==> config.mk <==
export PLATFORM = sky130hd
export DESIGN_NAME = ipg_top
export DESIGN_NICKNAME = d
export VERILOG_FILES = /design/src/ipg_timer.v /design/src/ipg_top.v
export VERILOG_INCLUDE_DIRS = /design/src
export SDC_FILE = /design/constraint.sdc
export NUM_CORES = 1
export LEC_CHECK = 0
export BUFFER_PORTS_ARGS = -buffer_cell sky130_fd_sc_hd__buf_2
export CAP_MARGIN = 20
export CORE_MARGIN = 5
export CORE_UTILIZATION = 56
export DETAILED_ROUTE_END_ITERATION = 12
export GPL_ROUTABILITY_DRIVEN = 0
export HOLD_SLACK_MARGIN = 0.08
export PLACE_DENSITY = 0.79
export SLEW_MARGIN = 15
export SYNTH_ARGS = -nofsm -noshare
export SYNTH_HDL_FRONTEND = slang
export SYNTH_HIERARCHICAL = 1
export SYNTH_SLANG_ARGS = --single-unit
==> constraint.sdc <==
create_clock -name clk_sys_i -period 5.89 [get_ports clk_sys_i]
set_clock_uncertainty 0.1 [all_clocks]
set_input_delay 1.767 -clock clk_sys_i [delete_from_list [all_inputs] [get_ports clk_sys_i]]
set_output_delay 1.767 -clock clk_sys_i [all_outputs]
set_load 0.01 [all_outputs]
==> src/ipg_consts.vh <==
// Constants for the interrupt pulse generator: modes, bit positions, timing.
`ifndef IPG_CONSTS_VH
`define IPG_CONSTS_VH

// ==========
// Operating mode codes, as driven by the device mode controller
// ==========
`define IPG_MODE_W 3
`define IPG_MODE_INIT 3'h0
`define IPG_MODE_NORMAL 3'h1
`define IPG_MODE_STOP 3'h2
`define IPG_MODE_SLEEP 3'h3
`define IPG_MODE_RESTART 3'h4
`define IPG_MODE_FAILSAFE 3'h5

// ==========
// Mask bit positions, one per maskable status group
// ==========
`define IPG_MASK_W 6
`define IPG_MASK_SUPPLY 0
`define IPG_MASK_THERMAL 1
`define IPG_MASK_BUS 2
`define IPG_MASK_HIGHSIDE 3
`define IPG_MASK_BRIDGE 4
`define IPG_MASK_SPI_CRC 5
`define IPG_MASK_RESET 6'h3f

// ==========
// Field positions inside the status registers
// ==========
`define IPG_SUP_POR_BIT 0
`define IPG_SUP_UV_BIT 1
`define IPG_SUP_SC_BIT 2
`define IPG_SUP_OV_BIT 3
`define IPG_THERM_STAGE2_BIT 0
`define IPG_DEV_SPI_FAIL_BIT 0
`define IPG_DEV_CRC_FAIL_BIT 1
`define IPG_DRAIN_SOURCE_OV_REG_BRK_LSB 0
`define IPG_WAKE_LIN_BIT 0
`define IPG_WAKE_PIN_BIT 1
`define IPG_WAKE_TIMER_BIT 2
`define IPG_WAKE_BRAKE_BIT 3

// ==========
// Timing: times in microseconds, counts in cycles of the system clock
// ==========
`define IPG_CLK_MHZ 100
`define IPG_PULSE_TIME_US 100
`define IPG_GAP_TIME_US 100
`define IPG_CYCLIC_TIME_US 10000
`define IPG_PULSE_CYC (`IPG_PULSE_TIME_US * `IPG_CLK_MHZ)
`define IPG_GAP_CYC (`IPG_GAP_TIME_US * `IPG_CLK_MHZ)
`define IPG_CYCLIC_CYC (`IPG_CYCLIC_TIME_US * `IPG_CLK_MHZ)
`define IPG_CNT_W 24

`endif

==> src/ipg_timer.v <==
// Loadable down-counter used to time pulse, gap and repeat intervals.
`timescale 1ns/1ns

module ipg_timer #(
    parameter CNT_W = 24
) (
    input wire clk_i,               // System clock.
    input wire rst_b_i,             // Synchronised reset, active low.
    input wire start_i,             // Load the length and start counting.
    input wire stop_i,              // Abandon the current interval.
    input wire [CNT_W-1:0] len_i,   // Interval length in cycles, at least 1.
    output wire running_o,          // An interval is in progress.
    output wire done_o              // Last cycle of the interval.
);

    reg [CNT_W-1:0] count_reg;
    reg [CNT_W-1:0] count_next;

    // ======================================================================
    // Counter
    // ======================================================================
    // Start wins over stop so that a back-to-back restart is never lost.
    always @*
    begin
        count_next = count_reg;
        if (start_i)
            count_next = len_i;
        else if (stop_i)
            count_next = {CNT_W{1'b0}};
        else if (count_reg != {CNT_W{1'b0}})
            count_next = count_reg - {{(CNT_W-1){1'b0}}, 1'b1};
    end

    always @(posedge clk_i or negedge rst_b_i)
    begin
        if (!rst_b_i)
            count_reg <= {CNT_W{1'b0}};
        else
            count_reg <= count_next;
    end

    // Done marks the final counted cycle, so an interval of N is N cycles.
    assign running_o = (count_reg != {CNT_W{1'b0}});
    assign done_o = (count_reg == {{(CNT_W-1){1'b0}}, 1'b1}) && !stop_i;

endmodule

==> src/ipg_top.v <==
// Interrupt pulse generator: status latching, masking and pulse timing.
`timescale 1ns/1ns
`include "ipg_consts.vh"

// Notes on behaviour
// - Normal/Stop: drive low one pulse time.
// - Hold output high the minimum gap.
// - Pulses never alter the operating mode.
// - Mask enables each source group separately.
// - Each group source ORs its capable flags.
// - Wake recorded and interrupting only if enabled.
// - Wake sources: LIN, pin, timers, brake.
// - Status and wake interrupts both active together.
// - Restart and fail-safe causes never interrupt.
// - Only SPI/CRC failure flags repeat periodically.
// - No pulse in Restart, Fail-Safe, Sleep.
// - Stop entry pulses if wake/brake pending.
// - Status registers update at once; in a gap ending in a pulse, at its falling edge.
// - Events latched until host clears register.
// - Uncleared SPI/CRC failure flags keep repeating pulses periodically.
// - Cyclic enable bit enables periodic pulses.
// - Simultaneous or overlapping events merge into pulse.
// - In Init the pin selects development mode.
// - Output is push-pull, driving both levels.
module ipg_top #(
    parameter SUP_W = 8,
    parameter THERM_W = 4,
    parameter BUS_W = 4,
    parameter HS_W = 4,
    parameter DRAIN_SOURCE_OV_REG_W = 8,
    parameter BRK_W = 3,
    parameter DEV_W = 4,
    parameter WAKE_W = 4,
    parameter CNT_W = `IPG_CNT_W,
    parameter [CNT_W-1:0] PULSE_CYC = `IPG_PULSE_CYC,
    parameter [CNT_W-1:0] GAP_CYC = `IPG_GAP_CYC,
    parameter [CNT_W-1:0] CYCLIC_CYC = `IPG_CYCLIC_CYC
) (
    input wire clk_sys_i,                       // System clock, 100 MHz.
    input wire rst_b_i,                         // Reset, active low.
    input wire [`IPG_MODE_W-1:0] mode_i,        // Current operating mode.
    input wire [`IPG_MASK_W-1:0] irq_mask_i,    // Group enables, 1 = on.
    input wire cyclic_irq_enable_i,             // Periodic repeat enable.
    input wire [WAKE_W-1:0] wake_src_en_i,      // Wake-up source enables.
    input wire brake_feature_en_i,              // Any brake feature on.
    input wire [SUP_W-1:0] supply_evt_i,        // Supply event strobes.
    input wire [THERM_W-1:0] thermal_evt_i,     // Thermal event strobes.
    input wire [BUS_W-1:0] bus_evt_i,           // Bus event strobes.
    input wire [HS_W-1:0] highside_evt_i,       // High-side fault strobes.
    input wire [DRAIN_SOURCE_OV_REG_W-1:0] drain_source_ov_reg_evt_i,         // Drain-source ov strobes.
    input wire [DEV_W-1:0] device_evt_i,        // Device event strobes.
    input wire [WAKE_W-1:0] wake_evt_i,         // Wake event strobes.
    input wire supply_clr_i,                    // Clear supply flags.
    input wire thermal_clr_i,                   // Clear thermal flags.
    input wire bus_clr_i,                       // Clear bus flags.
    input wire highside_clr_i,                  // Clear high-side flags.
    input wire drain_source_ov_reg_clr_i,                      // Clear drain-source flags.
    input wire device_clr_i,                    // Clear device flags.
    input wire wake_clr_i,                      // Clear wake flags.
    input wire irq_pin_i,                       // Pin level, read in Init.
    output wire [SUP_W-1:0] supply_flags_o,     // Supply status, registered.
    output wire [THERM_W-1:0] thermal_flags_o,  // Thermal status.
    output wire [BUS_W-1:0] bus_flags_o,        // Bus status.
    output wire [HS_W-1:0] highside_fault_o,    // High-side status.
    output wire [DRAIN_SOURCE_OV_REG_W-1:0] drain_source_ov_o, // Drain-source status.
    output wire [DEV_W-1:0] device_flags_o,     // Device status.
    output wire [WAKE_W-1:0] wake_flags_o,      // Wake status.
    output wire irq_out_n_o,                    // Interrupt level, low active.
    output wire irq_oe_o,                       // Pin driver enable.
    output wire sw_dev_sel_o                    // Development mode select.
);

    // ==========
    // Layout of the combined flag vector
    // ==========
    localparam O_THERM = SUP_W;
    localparam O_BUS = O_THERM + THERM_W;
    localparam O_HS = O_BUS + BUS_W;
    localparam O_DRAIN_SOURCE_OV_REG = O_HS + HS_W;
    localparam O_DEV = O_DRAIN_SOURCE_OV_REG + DRAIN_SOURCE_OV_REG_W;
    localparam O_WAKE = O_DEV + DEV_W;
    localparam ALL_W = O_WAKE + WAKE_W;

    localparam [1:0] ST_IDLE = 2'b00;
    localparam [1:0] ST_LOW = 2'b01;
    localparam [1:0] ST_GAP = 2'b10;

    // Pulses are allowed only in Normal and Stop.
    function is_active;
        input [`IPG_MODE_W-1:0] m;
        begin
            is_active = (m == `IPG_MODE_NORMAL) || (m == `IPG_MODE_STOP);
        end
    endfunction

    reg rst_s1_reg;
    reg rst_s2_reg;
    wire rst_b;
    reg pin_s1_reg;
    reg pin_s2_reg;
    reg sw_dev_reg;
    reg [`IPG_MODE_W-1:0] mode_prev_reg;
    reg [1:0] state_reg;
    reg [1:0] state_next;
    reg req_reg;
    reg req_next;
    reg irq_n_reg;
    reg oe_reg;
    reg [ALL_W-1:0] pend_reg;
    reg [ALL_W-1:0] pend_next;
    reg [ALL_W-1:0] vis_reg;
    reg [ALL_W-1:0] vis_next;
    wire active;
    wire [ALL_W-1:0] evt_all;
    wire [ALL_W-1:0] clr_all;
    wire [WAKE_W-1:0] wake_keep;
    wire [WAKE_W-1:0] wake_rec;
    wire [SUP_W-1:0] sup_excl;
    wire [THERM_W-1:0] therm_excl;
    wire [DEV_W-1:0] dev_fail;
    wire [DRAIN_SOURCE_OV_REG_W-1:0] brk_bits;
    wire [`IPG_MASK_W-1:0] group_hit;
    wire status_req;
    wire wake_req;
    wire stop_entry;
    wire cyc_on;
    wire cyc_done;
    wire cyc_run;
    wire new_req;
    wire fire;
    wire xfer;
    wire pulse_done;
    wire gap_done;
    wire pulse_start;
    wire gap_start;

    // ==========
    // Reset release and pin sampling
    // ==========
    // Reset is released through two flops so all logic leaves it together.
    always @(posedge clk_sys_i or negedge rst_b_i)
    begin
        if (!rst_b_i)
        begin
            rst_s1_reg <= 1'b0;
            rst_s2_reg <= 1'b0;
        end
        else
        begin
            rst_s1_reg <= 1'b1;
            rst_s2_reg <= rst_s1_reg;
        end
    end

    assign rst_b = rst_s2_reg;

    // The pin is asynchronous, so it is synchronised before use in Init.
    always @(posedge clk_sys_i or negedge rst_b)
    begin
        if (!rst_b)
        begin
            pin_s1_reg <= 1'b0;
            pin_s2_reg <= 1'b0;
            sw_dev_reg <= 1'b0;
            mode_prev_reg <= `IPG_MODE_INIT;
        end
        else
        begin
            pin_s1_reg <= irq_pin_i;
            pin_s2_reg <= pin_s1_reg;
            if (mode_i == `IPG_MODE_INIT)
                sw_dev_reg <= pin_s2_reg;
            mode_prev_reg <= mode_i;
        end
    end

    // ==========
    // Event gathering
    // ==========
    // Brake detection counts as wake-up only with a brake feature enabled.
    assign wake_keep = ~({{(WAKE_W-1){1'b0}}, ~brake_feature_en_i}
                         << `IPG_WAKE_BRAKE_BIT);
    assign wake_rec = wake_evt_i & wake_src_en_i & wake_keep;

    assign evt_all = {wake_rec, device_evt_i, drain_source_ov_reg_evt_i, highside_evt_i,
                      bus_evt_i, thermal_evt_i, supply_evt_i};
    assign clr_all = {{WAKE_W{wake_clr_i}}, {DEV_W{device_clr_i}},
                      {DRAIN_SOURCE_OV_REG_W{drain_source_ov_reg_clr_i}}, {HS_W{highside_clr_i}},
                      {BUS_W{bus_clr_i}}, {THERM_W{thermal_clr_i}},
                      {SUP_W{supply_clr_i}}};

    // Restart and fail-safe causes are recorded but never interrupt.
    assign sup_excl = ({{(SUP_W-1){1'b0}}, 1'b1} << `IPG_SUP_POR_BIT)
                    | ({{(SUP_W-1){1'b0}}, 1'b1} << `IPG_SUP_UV_BIT)
                    | ({{(SUP_W-1){1'b0}}, 1'b1} << `IPG_SUP_SC_BIT)
                    | ({{(SUP_W-1){1'b0}}, 1'b1} << `IPG_SUP_OV_BIT);
    assign therm_excl = {{(THERM_W-1){1'b0}}, 1'b1} << `IPG_THERM_STAGE2_BIT;
    assign dev_fail = ({{(DEV_W-1){1'b0}}, 1'b1} << `IPG_DEV_SPI_FAIL_BIT)
                    | ({{(DEV_W-1){1'b0}}, 1'b1} << `IPG_DEV_CRC_FAIL_BIT);
    assign brk_bits = {{(DRAIN_SOURCE_OV_REG_W-BRK_W){1'b0}}, {BRK_W{1'b1}}}
                      << `IPG_DRAIN_SOURCE_OV_REG_BRK_LSB;

    // Group sources, each the OR of its interrupt-capable bits.
    assign group_hit[`IPG_MASK_SUPPLY] =
        |(supply_evt_i & ~sup_excl);
    assign group_hit[`IPG_MASK_THERMAL] =
        |(thermal_evt_i & ~therm_excl);
    assign group_hit[`IPG_MASK_BUS] = |bus_evt_i;
    assign group_hit[`IPG_MASK_HIGHSIDE] = |highside_evt_i;
    assign group_hit[`IPG_MASK_BRIDGE] = |drain_source_ov_reg_evt_i;
    assign group_hit[`IPG_MASK_SPI_CRC] = |(device_evt_i & dev_fail);

    // A masked group's events never ask for a pulse; its brake bits still count at Stop entry.
    assign status_req = |(group_hit & irq_mask_i);
    assign wake_req = |wake_rec;

    // Entering Stop with uncleared wake or brake bits asks for a pulse.
    assign stop_entry = (mode_i == `IPG_MODE_STOP)
                     && (mode_prev_reg != `IPG_MODE_STOP)
                     && ((|vis_reg[O_WAKE +: WAKE_W])
                         || (|(vis_reg[O_DRAIN_SOURCE_OV_REG +: DRAIN_SOURCE_OV_REG_W] & brk_bits)));

    // ==========
    // Periodic repeat for uncleared failure flags
    // ==========
    // Only the SPI and CRC failure flags keep the repeat timer running.
    assign cyc_on = active && cyclic_irq_enable_i
                 && irq_mask_i[`IPG_MASK_SPI_CRC]
                 && (|(vis_reg[O_DEV +: DEV_W] & dev_fail));

    ipg_timer #(
        .CNT_W(CNT_W)
    ) u_cyc_timer (
        .clk_i(clk_sys_i),
        .rst_b_i(rst_b),
        .start_i(cyc_on && (!cyc_run || cyc_done)), // Reload at expiry.
        .stop_i(!cyc_on),
        .len_i(CYCLIC_CYC),
        .running_o(cyc_run),
        .done_o(cyc_done)
    );

    // Both request methods are served side by side.
    assign new_req = status_req || wake_req || stop_entry
                  || cyc_done;
    assign active = is_active(mode_i);
    assign fire = active && (req_reg || new_req);

    // ==========
    // Pulse sequencer
    // ==========
    // One timer serves pulse and gap, since they never overlap.
    ipg_timer #(
        .CNT_W(CNT_W)
    ) u_pulse_timer (
        .clk_i(clk_sys_i),
        .rst_b_i(rst_b),
        .start_i(pulse_start || gap_start),
        .stop_i(!active),
        .len_i(gap_start ? GAP_CYC : PULSE_CYC),
        .running_o(),
        .done_o(pulse_done)
    );

    assign gap_done = pulse_done && (state_reg == ST_GAP);
    assign gap_start = pulse_done && (state_reg == ST_LOW);
    assign pulse_start = fire && ((state_reg == ST_IDLE) || gap_done);

    // The sequencer only reads the mode; it has no path to change it.
    always @*
    begin
        state_next = state_reg;
        case (state_reg)
            ST_IDLE:
            begin
                if (fire)
                    state_next = ST_LOW;
            end
            ST_LOW:
            begin
                if (pulse_done)
                    state_next = ST_GAP;
            end
            ST_GAP:
            begin
                if (gap_done)
                    state_next = fire ? ST_LOW : ST_IDLE;
            end
            default:
            begin
                state_next = ST_IDLE;
            end
        endcase
        if (!active)
            state_next = ST_IDLE;
    end

    // Requests seen while low, except in its last cycle, are part of the current pulse.
    always @*
    begin
        req_next = req_reg || new_req;
        if (!active || (state_next == ST_LOW))
            req_next = 1'b0;
    end

    // ==========
    // Status latching
    // ==========
    // Events are held back only in a gap that ends in a pulse, and show at
    // its falling edge. With no pulse coming they show at once, so a masked
    // or excluded event is never stranded out of the host's sight.
    assign xfer = (state_next != ST_GAP) || !req_next;

    // A set arriving with a clear wins, so no event is ever lost.
    always @*
    begin
        pend_next = xfer ? {ALL_W{1'b0}} : (pend_reg | evt_all);
        vis_next = (vis_reg & ~clr_all)
                 | (xfer ? (pend_reg | evt_all) : {ALL_W{1'b0}});
    end

    always @(posedge clk_sys_i or negedge rst_b)
    begin
        if (!rst_b)
        begin
            state_reg <= ST_IDLE;
            req_reg <= 1'b0;
            pend_reg <= {ALL_W{1'b0}};
            vis_reg <= {ALL_W{1'b0}};
            irq_n_reg <= 1'b1;
            oe_reg <= 1'b0;
        end
        else
        begin
            state_reg <= state_next;
            req_reg <= req_next;
            pend_reg <= pend_next;
            vis_reg <= vis_next;
            irq_n_reg <= (state_next != ST_LOW);
            oe_reg <= (mode_i != `IPG_MODE_INIT);
        end
    end

    // ==========
    // Outputs
    // ==========
    // Push-pull: while enabled the level is driven both high and low.
    assign irq_out_n_o = irq_n_reg;
    assign irq_oe_o = oe_reg;
    assign sw_dev_sel_o = sw_dev_reg;
    assign supply_flags_o = vis_reg[0 +: SUP_W];
    assign thermal_flags_o = vis_reg[O_THERM +: THERM_W];
    assign bus_flags_o = vis_reg[O_BUS +: BUS_W];
    assign highside_fault_o = vis_reg[O_HS +: HS_W];
    assign drain_source_ov_o = vis_reg[O_DRAIN_SOURCE_OV_REG +: DRAIN_SOURCE_OV_REG_W];
    assign device_flags_o = vis_reg[O_DEV +: DEV_W];
    assign wake_flags_o = vis_reg[O_WAKE +: WAKE_W];

endmodule

==> key figures <==
Outcome
  • Outcome: finished, final reports clean

Detailed routing
  • Number of vias per cell: just under 6
  • Initial DRC Count: around 390
  • DRT Pass-1 Iters: 4
  • Final ANT Viol Nets: 0
  • Wirelength per Cell: 17.4 um
  • Final wirelength: 15900 um
  • DRC Markers: 0
  • Routed via count: about 5500

Die
  • Chip Width: approximately 120 um
  • Standard-cell rows: 39
  • Die Ht: ~120 um
  • Initial Utilization: between 50 and 60%
  • Die ar.: 0.0141 mm2
  • Io pins: 100
  • Core ar.: 0.0115 mm2

Timing
  • Worst slew pin tran: about 0.84 ns
  • Achievable Freq: approximately 200 MHz
  • TNS Setup: 0 ns
  • Min Clock Period, post-route: approximately 5 ns
  • Final setup fails: 0
  • Slew HR: a little over two fifths
  • Fin. Hold Viols: 0
  • WHS: 0.172 ns
  • RSZ-0062 raised after global routing: no
  • Final Max Slew Viols: 0
  • Final period util: a little under nine tenths
  • Crit path setup slack, layout: about 0.86 ns

GRT
  • Vias in the first global route: between 5000 and 6000
  • Met1 Usage GRT: roughly 28%
  • GR Util met3: under 10%
  • Largest net degree at the start of global routing: approximately 90
  • GRT busiest layer: met2
  • Met2 Usage GRT: around two fifths
  • Overflow after GRT: 0
  • Initial antenna violation count: 0
  • First-pass GRT wire length: roughly 26000 um
  • GRT Overall Usage: a little under a quarter

Placed design
  • Pre-CTS setup slack: ~0.47 ns
  • # placed instances: 882
  • HPWL after DPL: between 10000 and 15000 um
  • I/O Buffers: 99

Synth
  • Number of enable flip-flop cells after synthesis: 0
  • Yosys reg bits: about 130
  • Cells after Synth: just over 600
  • Ys Warns: 6
  • Cell area after synthesis: about 0.0066 mm2
  • Synth unique cells: 73
  • Synth top area share: 49.8%
  • Async set-or-reset flop fraction in the synthesized netlist: between 90% and 100%
  • Synth top area cells: dfrtp_1 (50%), o32ai_2 (5.4%), o22a_1 (4.2%)
  • Sequential area share after synthesis: approximately 50%
  • Synth Area per Inst: approximately 11 um2
  • Most common flop cell mapped by yosys: dfrtp_1
  • Area leader, netlist: dfrtp_1

Run
  • Max Cap Violations: 0

Finish
  • Area growth syn-to-layout: 20.0%
  • Layout cell share with drive strength beyond 1: around 25%
  • Layout Nets: 826
  • Fillcell total: just over 800
  • Util after Layout: roughly 69%
  • Diodes inserted: 0
  • Finished Layout Cells: between 900 and 1000

Setup path
  • Crit end category: register
  • Crit path launch: mode_i[1]
  • CP arrival: 5.24 ns
  • FF-to-FF setup slack: 1.86 ns
  • Crit-path max FO: 15
  • Worst R2R End: u_pulse_timer/count_reg[15]$_DFFE_PN0P_
  • Critical path type: in -> reg
  • Critical path startpoint category: input port
  • FF-to-FF path depth: 9
  • CP required: 6.11 ns
  • Critical Path End: u_pulse_timer/count_reg[17]$_DFFE_PN0P_
  • R2r startpoint: u_pulse_timer/count_reg[6]$_DFFE_PN0P_

Clocking
  • CTS Buf Count: 17
  • Clock buffer depth: 2
  • Post-CTS sizing: 0
  • H-tree Lvls: 4
  • Root Buffer: clkbuf_16
  • Hold Buf Count CTS: 0
  • Worst-path clk slew: ~0.060 ns
  • Later-pin clock latency in the skew report: between 0.4 and 0.5 ns
  • CTS sink cnt: 133
  • # Post-CTS Setup Buffers: 0
  • CTS tree: done

Pwr
  • Lkg Pwr: 0.00393 uW
  • Peak supply drop: around 0.46 mV
  • Power per cell area: roughly 410 mW/mm2

Hold path
  • Worst Hold Class: reg -> async
layout make-up:
class	instances	area [um2]	share of cell area [%]
Sequential cell	133	3330	41.9
Inverter	46	173	2.17
Clock inverter	15	148	1.85
Clock buffer	17	425	5.34
Tap cell	143	179	2.25
Multi-Input combinational cell	455	3130	39.2
Timing Repair Buffer	106	581	7.29
critical path, stage by stage:
cell,delay (ns)
buf_2,0.13
xnor2_1,0.33
nor2_1,0.17
o2111ai_1,0.20
nand4b_1,0.17
nor2_1,0.07
a211oi_1,0.23
nand4_1,0.17
or3_1,0.39
a31o_2,0.37
nor2_1,0.58
nand2_1,0.34
o21ai_0,0.31
through the flow:
stage | total power, uW | area, um2
after detailed placement | 2270 | 7360
after CTS | 3300 | 7940
after floorplan | 2030 | 6820
after global routing | 3490 | 7960
after global placement | 2230 | 7360
final | 3300 | 7960
synth_stat cells, drive strengths merged, types with 2 or more instances:
| master | count |
|---|---|
| dfrtp | 132 |
| nor2 | 52 |
| nand2 | 50 |
| inv | 46 |
| o32ai | 36 |
| o21ai | 34 |
| o22a | 32 |
| buf | 19 |
| nor4 | 18 |
| nor3 | 14 |
| xor2 | 14 |
| clkbuf | 13 |
| o41ai | 12 |
| xnor2 | 12 |
| nand3 | 11 |
| or4 | 11 |
| or3 | 10 |
| a21oi | 9 |
| a32oi | 7 |
| ha | 6 |
| o31ai | 6 |
| a211oi | 5 |
| o21ba | 5 |
| a22o | 4 |
| a32o | 4 |
| nand2b | 4 |
| nand4 | 4 |
| nand4b | 4 |
| a22oi | 3 |
| a31oi | 3 |
| nand3b | 3 |
| o31a | 3 |
| or2 | 3 |
| a21boi | 2 |
| and2 | 2 |
| conb | 2 |
| nor2b | 2 |
| o2111ai | 2 |
| o211ai | 2 |
power by group:
part | switching [uW] | leakage, uW | internal (uW)
sequential | 101 | 0.00170 | 1000
clock | 425 | 0.000273 | 589
combinational | 723 | 0.00196 | 460
total | 1250 | 0.00393 | 2050
cell families after synthesis:
kind of cell | count (synthesis) | synth area share, %
simple gates | 194 | 16.0
compound gates | 177 | 23.4
flops | 133 | 50.2
buf+inv | 78 | 5.60
xor+xnor | 26 | 3.43
fa+ha+maj | 6 | 1.13
other cells | 2 | 0.113
mux | 1 | 0.170
cell usage in the layout, fill, tap and decap left out, types with 5 or more instances in the layout:
master | Yosys | final
nand2_1 | 50 | 50
ha_1 | 6 | 6
buf_4 | 4 | 5
a32oi_1 | 7 | 7
nor4_1 | 13 | 13
nand3_1 | 11 | 11
o32ai_2 | 22 | 22
xor2_1 | 14 | 14
a21oi_1 | 8 | 8
o41ai_1 | 12 | 12
o32ai_1 | 14 | 14
clkinv_4 | 0 | 5
nor3_1 | 13 | 13
inv_1 | 46 | 46
conb_1 | 2 | 51
xnor2_1 | 12 | 12
or4_1 | 8 | 8
o22a_1 | 32 | 32
dfrtp_1 | 132 | 131
o31ai_1 | 6 | 6
o21ai_0 | 30 | 30
or3_1 | 6 | 6
nor2_1 | 51 | 51
buf_2 | 7 | 99
o21ba_2 | 5 | 5
clkbuf_16 | 0 | 17
worst min-delay path by stage:
stage	cells past startpoint	endpoint
6_report	0	pend_reg[29]$_DFF_PN0_
5_1_grt	0	pend_reg[29]$_DFF_PN0_
4_1_cts	0	pin_s2_reg$_DFF_PN0_
3_5_place_dp	0	pin_s2_reg$_DFF_PN0_
3_3_place_gp	0	rst_b$_DFF_PN0_
2_1_floorplan	0	pin_s2_reg$_DFF_PN0_
per-layer routing:
layer	share of wire, %	up-vias	routed length [um]
li1	-	2550	-
met1	41	2699	6590
met2	52	178	8230
met3	5.2	23	824
met4	1.8	0	279
met5	0	-	0
No activity file was read; power rests on OpenSTA's default activity.
